File: config.mk
export PLATFORM = sky130hd
export DESIGN_NAME = dac_top
export DESIGN_NICKNAME = d
export VERILOG_FILES = /design/src/verilog/dac_pkg.sv /design/src/verilog/dac_channel.sv /design/src/verilog/dac_top.sv
export SDC_FILE = /design/constraint.sdc
export NUM_CORES = 1
export LEC_CHECK = 0
export ABC_AREA = 0
export BUFFER_PORTS_ARGS = -buffer_cell sky130_fd_sc_hd__buf_4
export CAP_MARGIN = 40
export CORE_UTILIZATION = 30
export DETAILED_ROUTE_END_ITERATION = 8
export GPL_TIMING_DRIVEN = 0
export HOLD_SLACK_MARGIN = 0.03
export MAX_ROUTING_LAYER = met4
export PLACE_DENSITY_LB_ADDON = 0.15
export SETUP_SLACK_MARGIN = 0.3
export SLEW_MARGIN = 20
export SYNTH_ARGS = -nofsm -noshare
export SYNTH_HDL_FRONTEND = slang
export SYNTH_HIERARCHICAL = 1
export SYNTH_SLANG_ARGS = --single-unit
export TNS_END_PERCENT = 10
File: constraint.sdc
create_clock -name hclk -period 2.2 [get_ports hclk]
set_clock_uncertainty 0.2 [all_clocks]
set_input_delay 0.55 -clock hclk [delete_from_list [all_inputs] [get_ports hclk]]
set_output_delay 0.55 -clock hclk [all_outputs]
set_load 0.05 [all_outputs]
File: src/verilog/dac_pkg.sv
/*
  shared constants for the dual converter output control block.
  assumes a single 125 MHz hclk domain and an ahb-lite register bus.
*/
package dac_pkg;
  localparam int unsigned word_w = 12;
  localparam int unsigned latency = 6;
  localparam int unsigned sync_w = 3;
  // register byte addresses
  localparam logic [7:0] reg_control = 8'h00;
  localparam logic [7:0] reg_status = 8'h04;
  localparam logic [7:0] reg_irq_stat = 8'h08;
  localparam logic [7:0] reg_irq_mask = 8'h0c;
  localparam logic [7:0] reg_sample_a = 8'h10;
  localparam logic [7:0] reg_sample_b = 8'h14;
  // control field positions
  localparam int unsigned ctl_swap = 0;
  localparam int unsigned ctl_pd_a = 1;
  localparam int unsigned ctl_pd_b = 2;
  localparam int unsigned ctl_oe_a = 3;
  localparam int unsigned ctl_oe_b = 4;
  localparam int unsigned ctl_mode = 5;
  localparam logic [31:0] ctl_reset = 32'h0000_0001;
  // interrupt bits
  localparam int unsigned irq_done_a = 0;
  localparam int unsigned irq_done_b = 1;
  localparam int unsigned irq_ovr_a = 2;
  localparam int unsigned irq_ovr_b = 3;
  localparam int unsigned irq_w = 4;
  typedef enum logic [1:0] {
    mode_gnd,
    mode_third,
    mode_two_thirds,
    mode_full
  } dac_mode_t;
  typedef enum logic [1:0] {
    pwr_normal,
    pwr_hiz,
    pwr_nap,
    pwr_sleep
  } dac_pwr_t;
endpackage

File: src/verilog/dac_channel.sv
/*
  one converter channel: edge detect on its own sample clock, six-deep result pipeline.
  assumes the sample clock arrives asynchronously and is slow relative to hclk.
*/
`timescale 1ns/1ps
module dac_channel (
  input wire logic hclk,
  input wire logic hresetn,
  input wire logic sample_clock,
  input wire logic powered,
  input wire logic [dac_pkg::word_w-1:0] sample_code,
  input wire logic sample_range,
  output logic [dac_pkg::word_w-1:0] result_r,
  output logic range_r,
  output logic done
);
  logic [dac_pkg::sync_w-1:0] sync_r;
  logic level_r;
  logic [dac_pkg::word_w-1:0] pipe_code_r [dac_pkg::latency];
  logic pipe_range_r [dac_pkg::latency];
  logic edge_seen;

  // a rise counts once stages two and three agree; stage one may be metastable
  assign edge_seen = sync_r[1] & sync_r[2] & ~level_r;
  assign done = edge_seen & powered;

  always_ff @(posedge hclk or negedge hresetn) begin
    if (!hresetn) begin
      sync_r <= '0;
      level_r <= 1'b0;
    end else begin
      sync_r <= {sync_r[1:0], sample_clock};
      if (sync_r[1] == sync_r[2]) begin
        level_r <= sync_r[2];
      end
    end
  end

  // one stage per sample edge; the code taken on an edge reaches result_r five edges later
  genvar i;
  generate
    for (i = 0; i < dac_pkg::latency; i++) begin : g_stage
      if (i == 0) begin : g_first
        always_ff @(posedge hclk or negedge hresetn) begin
          if (!hresetn) begin
            pipe_code_r[i] <= '0;
            pipe_range_r[i] <= 1'b0;
          end else if (done) begin
            pipe_code_r[i] <= sample_code;
            pipe_range_r[i] <= sample_range;
          end
        end
      end else begin : g_next
        always_ff @(posedge hclk or negedge hresetn) begin
          if (!hresetn) begin
            pipe_code_r[i] <= '0;
            pipe_range_r[i] <= 1'b0;
          end else if (done) begin
            pipe_code_r[i] <= pipe_code_r[i-1];
            pipe_range_r[i] <= pipe_range_r[i-1];
          end
        end
      end
    end
  endgenerate

  assign result_r = pipe_code_r[dac_pkg::latency-1];
  assign range_r = pipe_range_r[dac_pkg::latency-1];
endmodule

File: src/verilog/dac_top.sv
/*
  dual converter output control: power modes, format, bus swap, ahb-lite registers, irq.
  assumes an analog front end presents codes and range flags; testbench resolves pin levels from enables.
*/
// Added by the designer: the register offsets and the AHB-Lite register port.
`timescale 1ns/1ps
// Overview of operation
// - each channel samples on own clock rise
// - swap high: a to bus a, b to b
// - swap low: a to bus b, b to a
// - pd low, oe low: convert and drive
// - pd low, oe high: convert, outputs hi-z
// - pd high, oe low: nap, outputs hi-z
// - pd high, oe high: sleep, outputs hi-z
// - twelve-bit word, bit 11 is msb
// - range flag high on over or underflow
// - one mode input sets both channels
// - ground or third: binary, stabilizer off
// - two thirds: twos, on; full: twos, off
// - result appears six sample cycles later
module dac_top (
  input wire logic hclk,
  input wire logic hresetn,
  input wire logic hsel,
  input wire logic [31:0] haddr,
  input wire logic [1:0] htrans,
  input wire logic hwrite,
  input wire logic [2:0] hsize,
  input wire logic [31:0] hwdata,
  input wire logic hready,
  output logic [31:0] hrdata,
  output logic hreadyout,
  output logic hresp,
  input wire logic channel_a_sample_clock,
  input wire logic channel_b_sample_clock,
  input wire logic [dac_pkg::word_w-1:0] channel_a_code,
  input wire logic [dac_pkg::word_w-1:0] channel_b_code,
  input wire logic channel_a_range,
  input wire logic channel_b_range,
  output logic [dac_pkg::word_w-1:0] bus_a_result_word,
  output logic bus_a_range_flag,
  output logic bus_a_drive_en,
  output logic [dac_pkg::word_w-1:0] bus_b_result_word,
  output logic bus_b_range_flag,
  output logic bus_b_drive_en,
  output logic stabilizer_on,
  output logic irq
);
  logic [31:0] ctl_r;
  logic [dac_pkg::irq_w-1:0] stat_r;
  logic [dac_pkg::irq_w-1:0] stat_nxt;
  logic [dac_pkg::irq_w-1:0] mask_r;
  logic wr_pend_r;
  logic [7:0] wr_addr_r;
  logic [31:0] rdata_r;
  logic [dac_pkg::word_w-1:0] res_a;
  logic [dac_pkg::word_w-1:0] res_b;
  logic rng_a;
  logic rng_b;
  logic done_a;
  logic done_b;
  logic [dac_pkg::word_w-1:0] fmt_a_r;
  logic [dac_pkg::word_w-1:0] fmt_b_r;
  logic fmt_rng_a_r;
  logic fmt_rng_b_r;
  logic [dac_pkg::word_w-1:0] hold_a_r;
  logic [dac_pkg::word_w-1:0] hold_b_r;
  logic hold_rng_a_r;
  logic hold_rng_b_r;

  function automatic dac_pkg::dac_pwr_t pwr_of(input logic pd, input logic oe_n);
    case ({pd, oe_n})
      2'b00: pwr_of = dac_pkg::pwr_normal;
      2'b01: pwr_of = dac_pkg::pwr_hiz;
      2'b10: pwr_of = dac_pkg::pwr_nap;
      default: pwr_of = dac_pkg::pwr_sleep;
    endcase
  endfunction

  wire swap = ctl_r[dac_pkg::ctl_swap];
  wire dac_pkg::dac_pwr_t pwr_a = pwr_of(ctl_r[dac_pkg::ctl_pd_a], ctl_r[dac_pkg::ctl_oe_a]);
  wire dac_pkg::dac_pwr_t pwr_b = pwr_of(ctl_r[dac_pkg::ctl_pd_b], ctl_r[dac_pkg::ctl_oe_b]);
  wire dac_pkg::dac_pwr_t pwr_bus_a = swap ? pwr_a : pwr_b;
  wire dac_pkg::dac_pwr_t pwr_bus_b = swap ? pwr_b : pwr_a;
  wire dac_pkg::dac_mode_t mode = dac_pkg::dac_mode_t'(ctl_r[dac_pkg::ctl_mode +: 2]);
  // one shared mode field, no per-channel copy exists
  wire twos = (mode == dac_pkg::mode_two_thirds) || (mode == dac_pkg::mode_full);
  wire run_a = (pwr_a == dac_pkg::pwr_normal) || (pwr_a == dac_pkg::pwr_hiz);
  wire run_b = (pwr_b == dac_pkg::pwr_normal) || (pwr_b == dac_pkg::pwr_hiz);

  assign stabilizer_on = (mode == dac_pkg::mode_two_thirds);

  dac_channel u_chan_a (
    .hclk(hclk),
    .hresetn(hresetn),
    .sample_clock(channel_a_sample_clock),
    .powered(run_a),
    .sample_code(channel_a_code),
    .sample_range(channel_a_range),
    .result_r(res_a),
    .range_r(rng_a),
    .done(done_a)
  );

  dac_channel u_chan_b (
    .hclk(hclk),
    .hresetn(hresetn),
    .sample_clock(channel_b_sample_clock),
    .powered(run_b),
    .sample_code(channel_b_code),
    .sample_range(channel_b_range),
    .result_r(res_b),
    .range_r(rng_b),
    .done(done_b)
  );

  // output word registered once per sample edge; format applied at the pins
  always_ff @(posedge hclk or negedge hresetn) begin
    if (!hresetn) begin
      fmt_a_r <= '0;
      fmt_rng_a_r <= 1'b0;
    end else if (done_a) begin
      fmt_a_r <= res_a;
      fmt_rng_a_r <= rng_a;
    end
  end

  always_ff @(posedge hclk or negedge hresetn) begin
    if (!hresetn) begin
      fmt_b_r <= '0;
      fmt_rng_b_r <= 1'b0;
    end else if (done_b) begin
      fmt_b_r <= res_b;
      fmt_rng_b_r <= rng_b;
    end
  end

  // msb flip gives twos complement, mid-scale becomes zero
  wire [dac_pkg::word_w-1:0] msb_flip = {1'b1, {(dac_pkg::word_w-1){1'b0}}};
  wire [dac_pkg::word_w-1:0] out_a = twos ? (fmt_a_r ^ msb_flip) : fmt_a_r;
  wire [dac_pkg::word_w-1:0] out_b = twos ? (fmt_b_r ^ msb_flip) : fmt_b_r;

  // pure mux, so a swap change reaches the pins in the same cycle
  assign bus_a_result_word = swap ? out_a : out_b;
  assign bus_a_range_flag = swap ? fmt_rng_a_r : fmt_rng_b_r;
  assign bus_b_result_word = swap ? out_b : out_a;
  assign bus_b_range_flag = swap ? fmt_rng_b_r : fmt_rng_a_r;
  assign bus_a_drive_en = (pwr_bus_a == dac_pkg::pwr_normal);
  assign bus_b_drive_en = (pwr_bus_b == dac_pkg::pwr_normal);

  // capture of latest words for software
  always_ff @(posedge hclk or negedge hresetn) begin
    if (!hresetn) begin
      hold_a_r <= '0;
      hold_b_r <= '0;
      hold_rng_a_r <= 1'b0;
      hold_rng_b_r <= 1'b0;
    end else begin
      if (done_a) begin
        hold_a_r <= res_a;
        hold_rng_a_r <= rng_a;
      end
      if (done_b) begin
        hold_b_r <= res_b;
        hold_rng_b_r <= rng_b;
      end
    end
  end

  // ahb-lite slave, zero wait states
  wire addr_ok = hsel & hready & htrans[1];
  wire wr_take = addr_ok & hwrite;
  wire rd_take = addr_ok & ~hwrite;
  wire wr_ctl = wr_pend_r && (wr_addr_r == dac_pkg::reg_control);
  wire wr_clr = wr_pend_r && (wr_addr_r == dac_pkg::reg_irq_stat);
  wire wr_msk = wr_pend_r && (wr_addr_r == dac_pkg::reg_irq_mask);
  wire [dac_pkg::irq_w-1:0] ev = {done_b & rng_b, done_a & rng_a, done_b, done_a};
  wire [dac_pkg::irq_w-1:0] clr = wr_clr ? hwdata[dac_pkg::irq_w-1:0] : '0;

  // set wins over clear in the same cycle
  assign stat_nxt = (stat_r & ~clr) | ev;
  assign irq = |(stat_r & mask_r);
  assign hreadyout = 1'b1;
  assign hresp = 1'b0;
  assign hrdata = rdata_r;

  wire [31:0] status_word = {16'h0000, 12'h000, bus_b_drive_en, bus_a_drive_en, run_b, run_a};
  wire [7:0] ra = haddr[7:0];
  wire [31:0] rd_mux =
    (ra == dac_pkg::reg_control) ? ctl_r :
    (ra == dac_pkg::reg_status) ? status_word :
    (ra == dac_pkg::reg_irq_stat) ? {28'h000_0000, stat_r} :
    (ra == dac_pkg::reg_irq_mask) ? {28'h000_0000, mask_r} :
    (ra == dac_pkg::reg_sample_a) ? {19'h0_0000, hold_rng_a_r, hold_a_r} :
    (ra == dac_pkg::reg_sample_b) ? {19'h0_0000, hold_rng_b_r, hold_b_r} :
    32'h0000_0000;

  always_ff @(posedge hclk or negedge hresetn) begin
    if (!hresetn) begin
      wr_pend_r <= 1'b0;
      wr_addr_r <= '0;
      rdata_r <= '0;
    end else begin
      wr_pend_r <= wr_take;
      wr_addr_r <= haddr[7:0];
      if (rd_take) begin
        rdata_r <= rd_mux;
      end
    end
  end

  always_ff @(posedge hclk or negedge hresetn) begin
    if (!hresetn) begin
      ctl_r <= dac_pkg::ctl_reset;
      mask_r <= '0;
      stat_r <= '0;
    end else begin
      stat_r <= stat_nxt;
      if (wr_ctl) begin
        ctl_r <= {25'h000_0000, hwdata[6:0]};
      end
      if (wr_msk) begin
        mask_r <= hwdata[dac_pkg::irq_w-1:0];
      end
    end
  end
endmodule
==> impl_metrics.toml, run 1 <==
[timing]
hold_viol = 51
hold_slack_ns = -0.270
worstMarginPinSlew_ns = 0.611
setup_ws_ns = -0.489
finalCritPeriodShare_pct = 122
max_freq_ghz = 0.372
rsz0062_at_grt = "yes"
relSlewSlack_pct = 59.2
setup_viol = 28
fin_crit_ns = 2.69
final_max_slew_viol_count = 0

[route]
via_per_inst = 4.56
vias = 5580
drt_pass1_iterations = 4
routedWlPerCell_um = 16.2
drc_errors = 0
drt_iter0_drc = 355
finalWirelength_um = 19800
ant_nets = 0

[place]
place_congestion = 0.880
portBuffers = 91
dp_hpwl_um = 13900
placed_area_um2 = 11000

[worst_setup_path]
r2r-end = "hold_b_r[10]"
critPathLaunchType = "flop"
critPathKind = "flop to output pin"
worstPathRequired_ns = 1.45
reg2reg_from = "u_chan_b/sync_r[1]"
path_max_fanout = 9
rrSetupSlack_ns = 0.20
crit_arrival_ns = 1.94
crit_path_end_kind = "output pin"
reg2reg_depth = 8

[clock_tree]
clock-sinks = 227
postCtsHoldBufs = 34
htree_num_levels = 1
cts_tree = "yes"
cts-buffers-inserted = 27
cts_root_buf = "clkbuf_16"
clockBufferDepth = 3
path_clk_slew_ns = 0.06
clkLatencyLatePin_ns = 0.54

[grt]
groute.usage.overall_pct = 13.1
antenna_found_initial = 0
grt.overflow.total = 0
grt_pass1_wl_um = 33100
grt_max_degree = 63
grt_pass1_vias = 6082

[pwr]
power_frac_seq_pct = 44.8
vdd_drop_max_v = 0.000638
power.share.combinational_pct = 25.8
swShare_pct = 28.1
p_int_w = 0.0104
power_frac_clock_pct = 29.4
switching_power_w = 0.00407
power_leakage_nw = 6.02
power.density_nw_per_um2 = 1140

[synthesis]
yosysTopAreaCell = "dfrtp_1"
syn_area_um2 = 9510
async_reset_ff_share_pct = 100
synth-seq-area-share_pct = 59.7
synth_top_area_share_pct = 59.5
ys_ff_latch = 227
synth_cell_types = 40
synthCells = 628
synth.avg_cell_area_um2 = 15.1
synthTopCellsByArea = "dfrtp_1 (59%), mux2_2 (23%), buf_4 (3.6%), mux2_4 (2.8%), mux2i_1 (1.4%)"
synth-edff-count = 0
ys.flop_type = "dfrtp_1"
yosys_warnings = 6

[final_layout]
synthToLayoutAreaGrowth_pct = 33.7
nets = 913
drive_gt1_share_pct = 54.1
utilization_pct = 41.1
stdcell_area_um2 = 12700
diodes = 0

[status]
failed_checks = "negative hold slack, negative setup slack"
status = "finished with violations"

[floorplan]
placementRows = 64
die_h_um = 180
core-area_um2 = 30900
ios = 166
start_util_pct = 30.8
die_w_um = 180
die_area_um2 = 32400

[run]
cap_violations = 0

[worst_hold_path]
worstHoldPathType = "input port to asynchronous set/reset pin"
==> repair_timing <==
| item | CTS | global route |
|---|---|---|
| endpoints found under the hold margin | 85 | 51 |
| setup buffers | 3 | 0 |
| cloned | 2 | 0 |
| setup endpoints to repair | 74 | 78 |
| pin swaps | 8 | 5 |
| resized for setup | 87 | 17 |
==> critical path: stages (launching register included) <==
cell	delay [ns]
dfstp_2	0.58
buf_12	0.17
buf_12	0.15
mux2_4	0.34
buf_6	0.16
==> per-layer routing <==
layer	track usage (%)	vias up	share of wire (%)
met5	-	-	0
li1	-	2534	-
met1	18.5	2844	48
met3	2.71	33	6.0
met2	18.9	169	43
met4	3.62	0	2.4
==> layout make-up <==
| cell class | count | area (µm²) |
|---|---|---|
| repair buffers | 133 | 1350 |
| inverters | 4 | 25.0 |
| clock inverters | 5 | 40.0 |
| multi-input cells | 344 | 3650 |
| flip-flops and latches | 227 | 5680 |
| clock buffers | 42 | 832 |
| fillers | 2883 | 18200 |
| plain buffers | 72 | 629 |
| well taps | 396 | 495 |
==> placed cells by master, fill, tap and decap left out, types with 3 or more instances in the layout <==
cell / instances
a21o_1: 4
a21oi_1: 4
a221o_1: 5
a22oi_1: 3
buf_12: 5
buf_16: 4
buf_2: 14
buf_4: 98
buf_6: 40
buf_8: 6
clkbuf_1: 6
clkbuf_16: 29
clkbuf_8: 10
clkinv_2: 4
conb_1: 21
dfrtp_1: 225
dlygate4sd3_1: 34
mux2_1: 8
mux2_2: 155
mux2_4: 60
mux2i_1: 11
nand2_1: 17
nor2_1: 11
nor3_1: 3
o21ai_1: 6
==> flip-flops by register name, summed over array words and instances (netlist names), 5 cells and up <==
register,count
ctl_r,7
hold_a_r,12
hold_b_r,12
hrdata,13
u_chan_a/pipe_code_r,60
u_chan_a/pipe_range_r,5
u_chan_a/result_r,12
u_chan_b/pipe_code_r,60
u_chan_b/pipe_range_r,5
u_chan_b/result_r,12
wr_addr_r,8
==> metrics by stage <==
stage                     instances  TNS [ns]  power, W  setup slack [ns]
after floorplan                 647         0   0.00893             0.174
after global placement         1134   -313.73   0.00988             -1.40
after detailed placement       1137     -1.98    0.0100            -0.199
after CTS                      1223    -12.87    0.0147            -0.504
after global routing           1223    -13.59    0.0153            -0.533
final                          1223    -12.17    0.0145            -0.489
==> kinds of logic after synthesis <==
group | count (synthesis) | share of synthesized area (%)
adders and majority gates | 2 | 0.263
buffers and inverters | 76 | 5.35
DFF | 227 | 59.7
other | 2 | 0.0790
xor gates and xnor gates | 2 | 0.184
and+or+nand+nor | 50 | 3.30
muxes | 236 | 28.5
AOI/OAI and AO/OA | 33 | 2.59
==> worst max path at each step <==
stage,from,end,slack (ns),cells after the start
after floorplan,ctl_r[0],bus_a_result_word[10],0.17,3
after global placement,hresetn,u_chan_b/pipe_code_r[66],-1.40,1
after detailed placement,haddr[1],hrdata[5],-0.20,5
after CTS,ctl_r[0],bus_b_result_word[3],-0.50,4
after global routing,ctl_r[0],bus_b_result_word[3],-0.53,4
final,ctl_r[0],bus_b_result_word[3],-0.49,4
==> power by group through the flow <==
stage                     combinational [W]  sequential [W]  clock (W)
final                               0.00373         0.00648    0.00426
after global routing                0.00401         0.00671    0.00461
after CTS                           0.00376         0.00651    0.00443
after detailed placement            0.00343         0.00657          0
after global placement              0.00335         0.00653          0
after floorplan                     0.00272         0.00621          0
==> Yosys cell counts, drive strengths merged, types with 2 or more instances <==
cell type,count
nand3,4
a21o,4
mux2i,13
a221o,5
o32a,2
and4,2
o31ai,2
a22oi,3
nand3b,2
a21oi,4
mux2,223
nor3,4
nor2,11
nand2,17
a22o,2
nor4b,2
ha,2
xnor2,2
o21ai,6
o2111ai,2
dfrtp,226
buf,67
inv,4
conb,2
clkbuf,5
a221oi,2
and4b,2
No activity file was read; power rests on OpenSTA's default activity.
==> run 2: changes to the inputs <==
- ABC_AREA: 0 -> 1
==> run 2 against run 1 <==
The run ends with negative setup slack left; sequential power is 34% lower; worst setup slack better by 0.21 ns; design area is 7.0% higher; die area is 8.3% higher; critical path depth is 1 higher; largest cell class unchanged; total power is 38% lower; routed wire length is 30% higher; synthesized cell count is 86% higher; first-iteration DRC count is 33% higher.
==> impl_metrics.toml, run 2 <==
[final_layout]
nets = 1432
diodes = 0
layout_commonest_cell = "nand2_1"
stdcell_area_um2 = 13600
final_cell_mix = "nand2_1 (394), dfrtp_1 (225), nand4_1 (157)"
drive_gt1_share_pct = 27.1
synthToLayoutAreaGrowth_pct = 31.9

[place]
place_ws_ns = -0.497
dp_hpwl_um = 18000
place_congestion = 0.825
portBuffers = 91
placed_area_um2 = 11800

[worst_setup_path]
rrSetupSlack_ns = 0.24
cp_num_buf_inv = 3
crit_path_end_kind = "output pin"
critPathKind = "flop to output pin"
path_cells = "buf_12 > clkbuf_16 > nand2_2 > o21ai_2 > buf_6"
cp_top_family = "flip-flops"
path_max_fanout = 8
critPathLaunchType = "flop"
reg2reg_from = "u_chan_a/sync_r[1]"
crit_arrival_ns = 1.73
critical_path.startpoint = "ctl_r[0]"
cp_slowest_stage_delay_ns = 0.55
worstPathRequired_ns = 1.45
worst_path_max_delay_cell = "dfstp_2"

[synthesis]
muxShareOfSynthArea_pct = 0.109
synthCells = 1169
yosys-top-cells-count = "nand2_1 (436), dfrtp_1 (226), nand4_1 (157)"
synth_compound_area_share_pct = 4.89
yosysTopAreaCell = "dfrtp_1"
ys.flop_type = "dfrtp_1"
synth_top_area_share_pct = 54.9
async_reset_ff_share_pct = 100
syn_area_um2 = 10300
synthTopCellsByArea = "dfrtp_1 (55%), nand2_1 (16%), nand4_1 (9.5%), buf_4 (4.0%), o21ai_0 (2.7%)"
synth_most_common_cell = "nand2_1"
synth_cell_types = 34
synth-edff-count = 0
ys_ff_latch = 227
synthSimpleGateAreaFrac_pct = 29.7
synth.avg_cell_area_um2 = 8.82
synthAdderAreaFrac_pct = 0.243
yosys_warnings = 6
synth-seq-area-share_pct = 55.1
synth_xor_area_share_pct = 0.170
synth_top_family_by_area = "simple AND/OR/NAND/NOR gates"

[timing]
hold_viol = 0
setup_viol = 28
fin_crit_ns = 2.48
finalCritPeriodShare_pct = 113
max_freq_ghz = 0.403
rsz0062_at_grt = "yes"
worstMarginPinSlew_ns = 0.519
final_max_slew_viol_count = 0
relSlewSlack_pct = 65.4
setup_ws_ns = -0.282

[route]
finalWirelength_um = 25700
via_per_inst = 4.61
drc_errors = 0
ant_nets = 0
vias = 8263
drt_pass1_iterations = 5
routedWlPerCell_um = 14.3
drt_iter0_drc = 473

[floorplan]
die_area_um2 = 35100
die_h_um = 187
start_util_pct = 30.6
ios = 166
placementRows = 67
die_w_um = 187
core-area_um2 = 33700

[worst_hold_path]
min_from = "channel_b_code[11]"
worstHoldPathType = "input port to flop"

[pwr]
power_leakage_nw = 7.00
p_total_w = 0.00901
vdd_drop_max_v = 0.000526
power.density_nw_per_um2 = 662

[grt]
grt_pass1_vias = 8289
grt_max_degree = 96
groute.usage.overall_pct = 15.3
antenna_found_initial = 0
busiest_layer = "met2"
met2_usage_pct = 24.0
grt_pass1_wl_um = 43200
grt.overflow.total = 0
use_met3_pct = 2.16
use_met1_pct = 20.5

[status]
failed_checks = "negative setup slack"
status = "finished with violations"

[clock_tree]
cts_tree = "yes"
cts-buffers-inserted = 26
clock-sinks = 227
clkLatencyLatePin_ns = 0.54
htree_num_levels = 1
path_clk_slew_ns = 0.06
cts_root_buf = "clkbuf_16"
clockBufferDepth = 3

[run]
cap_violations = 0
## run 2: layout make-up
class,count,area (µm²)
Buffer,127,1030
Clock buffer,39,739
Clock inverter,4,31.3
Fill cell,3426,20100
Inverter,62,260
Multi-Input combinational cell,772,4200
Sequential cell,227,5680
Tap cell,448,561
Timing Repair Buffer,112,1090
## run 2: cells by family (layout without fill, tap and decap cells)
| family | Yosys count | in the layout |
|---|---|---|
| AO/OA/AOI/OAI | 89 | 89 |
| XOR/XNOR | 2 | 2 |
| flip-flops | 227 | 227 |
| other | 2 | 21 |
| AND/OR/NAND/NOR | 657 | 657 |
| adder cells (fa/ha/maj) | 2 | 2 |
| multiplexers | 1 | 1 |
| buffers and inverters | 189 | 344 |
## run 2: routing by layer
metal / wire length (µm) / share of wire, % / vias to the layer above
met5: 0 / 0 / -
met4: 510 / 2.0 / 0
met3: 1160 / 4.5 / 36
met2: 11700 / 45 / 154
met1: 12300 / 48 / 3937
li1: - / - / 4136
## run 2: final timing paths
| kind | endpoint | cells after the start |
|---|---|---|
| hold / removal | u_chan_b/pipe_code_r[71] | 3 |
| setup / recovery | bus_a_range_flag | 5 |
| max in group asynchronous | u_chan_a/pipe_code_r[66] | 3 |
| hold reg to reg | u_chan_a/sync_r[1] | 0 |
| min in group asynchronous | wr_addr_r[7] | 2 |
| setup reg to reg | stat_r[0] | 9 |
## run 2: power by group
part / total [W] / internal (W) / switching (W)
combinational: 0.000743 / 0.000233 / 0.000509
clock: 0.00397 / 0.00230 / 0.00167
sequential: 0.00430 / 0.00425 / 0.0000438
total: 0.00901 / 0.00679 / 0.00222
## run 2: timing repair
action | CTS | global route
hold buffers | 14 | 0
cloned | 4 | 0
gates resized for setup | 152 | 65
buffers inserted | 1 | 0
hold endpoints to repair | 58 | 0
endpoints found under the setup margin | 62 | 70
pin swaps | 13 | 25
## run 2: worst min-delay path: cells and delay by family
family                 cells  cell delay, ns
and+or+nand+nor            2            0.14
buffers and inverters      1            0.08
## run 2: stage by stage
step	TNS [ns]	cells	utilization, %	hold WS, ns
2_1_floorplan	0	1188	-	0.0544
3_3_place_gp	-346.43	1727	34.8	0.136
3_5_place_dp	-8.10	1729	35.0	0.136
4_1_cts	-7.93	1791	39.6	0.0443
5_1_grt	-8.82	1791	40.4	0.0503
6_report	-6.99	1791	40.4	0.0679
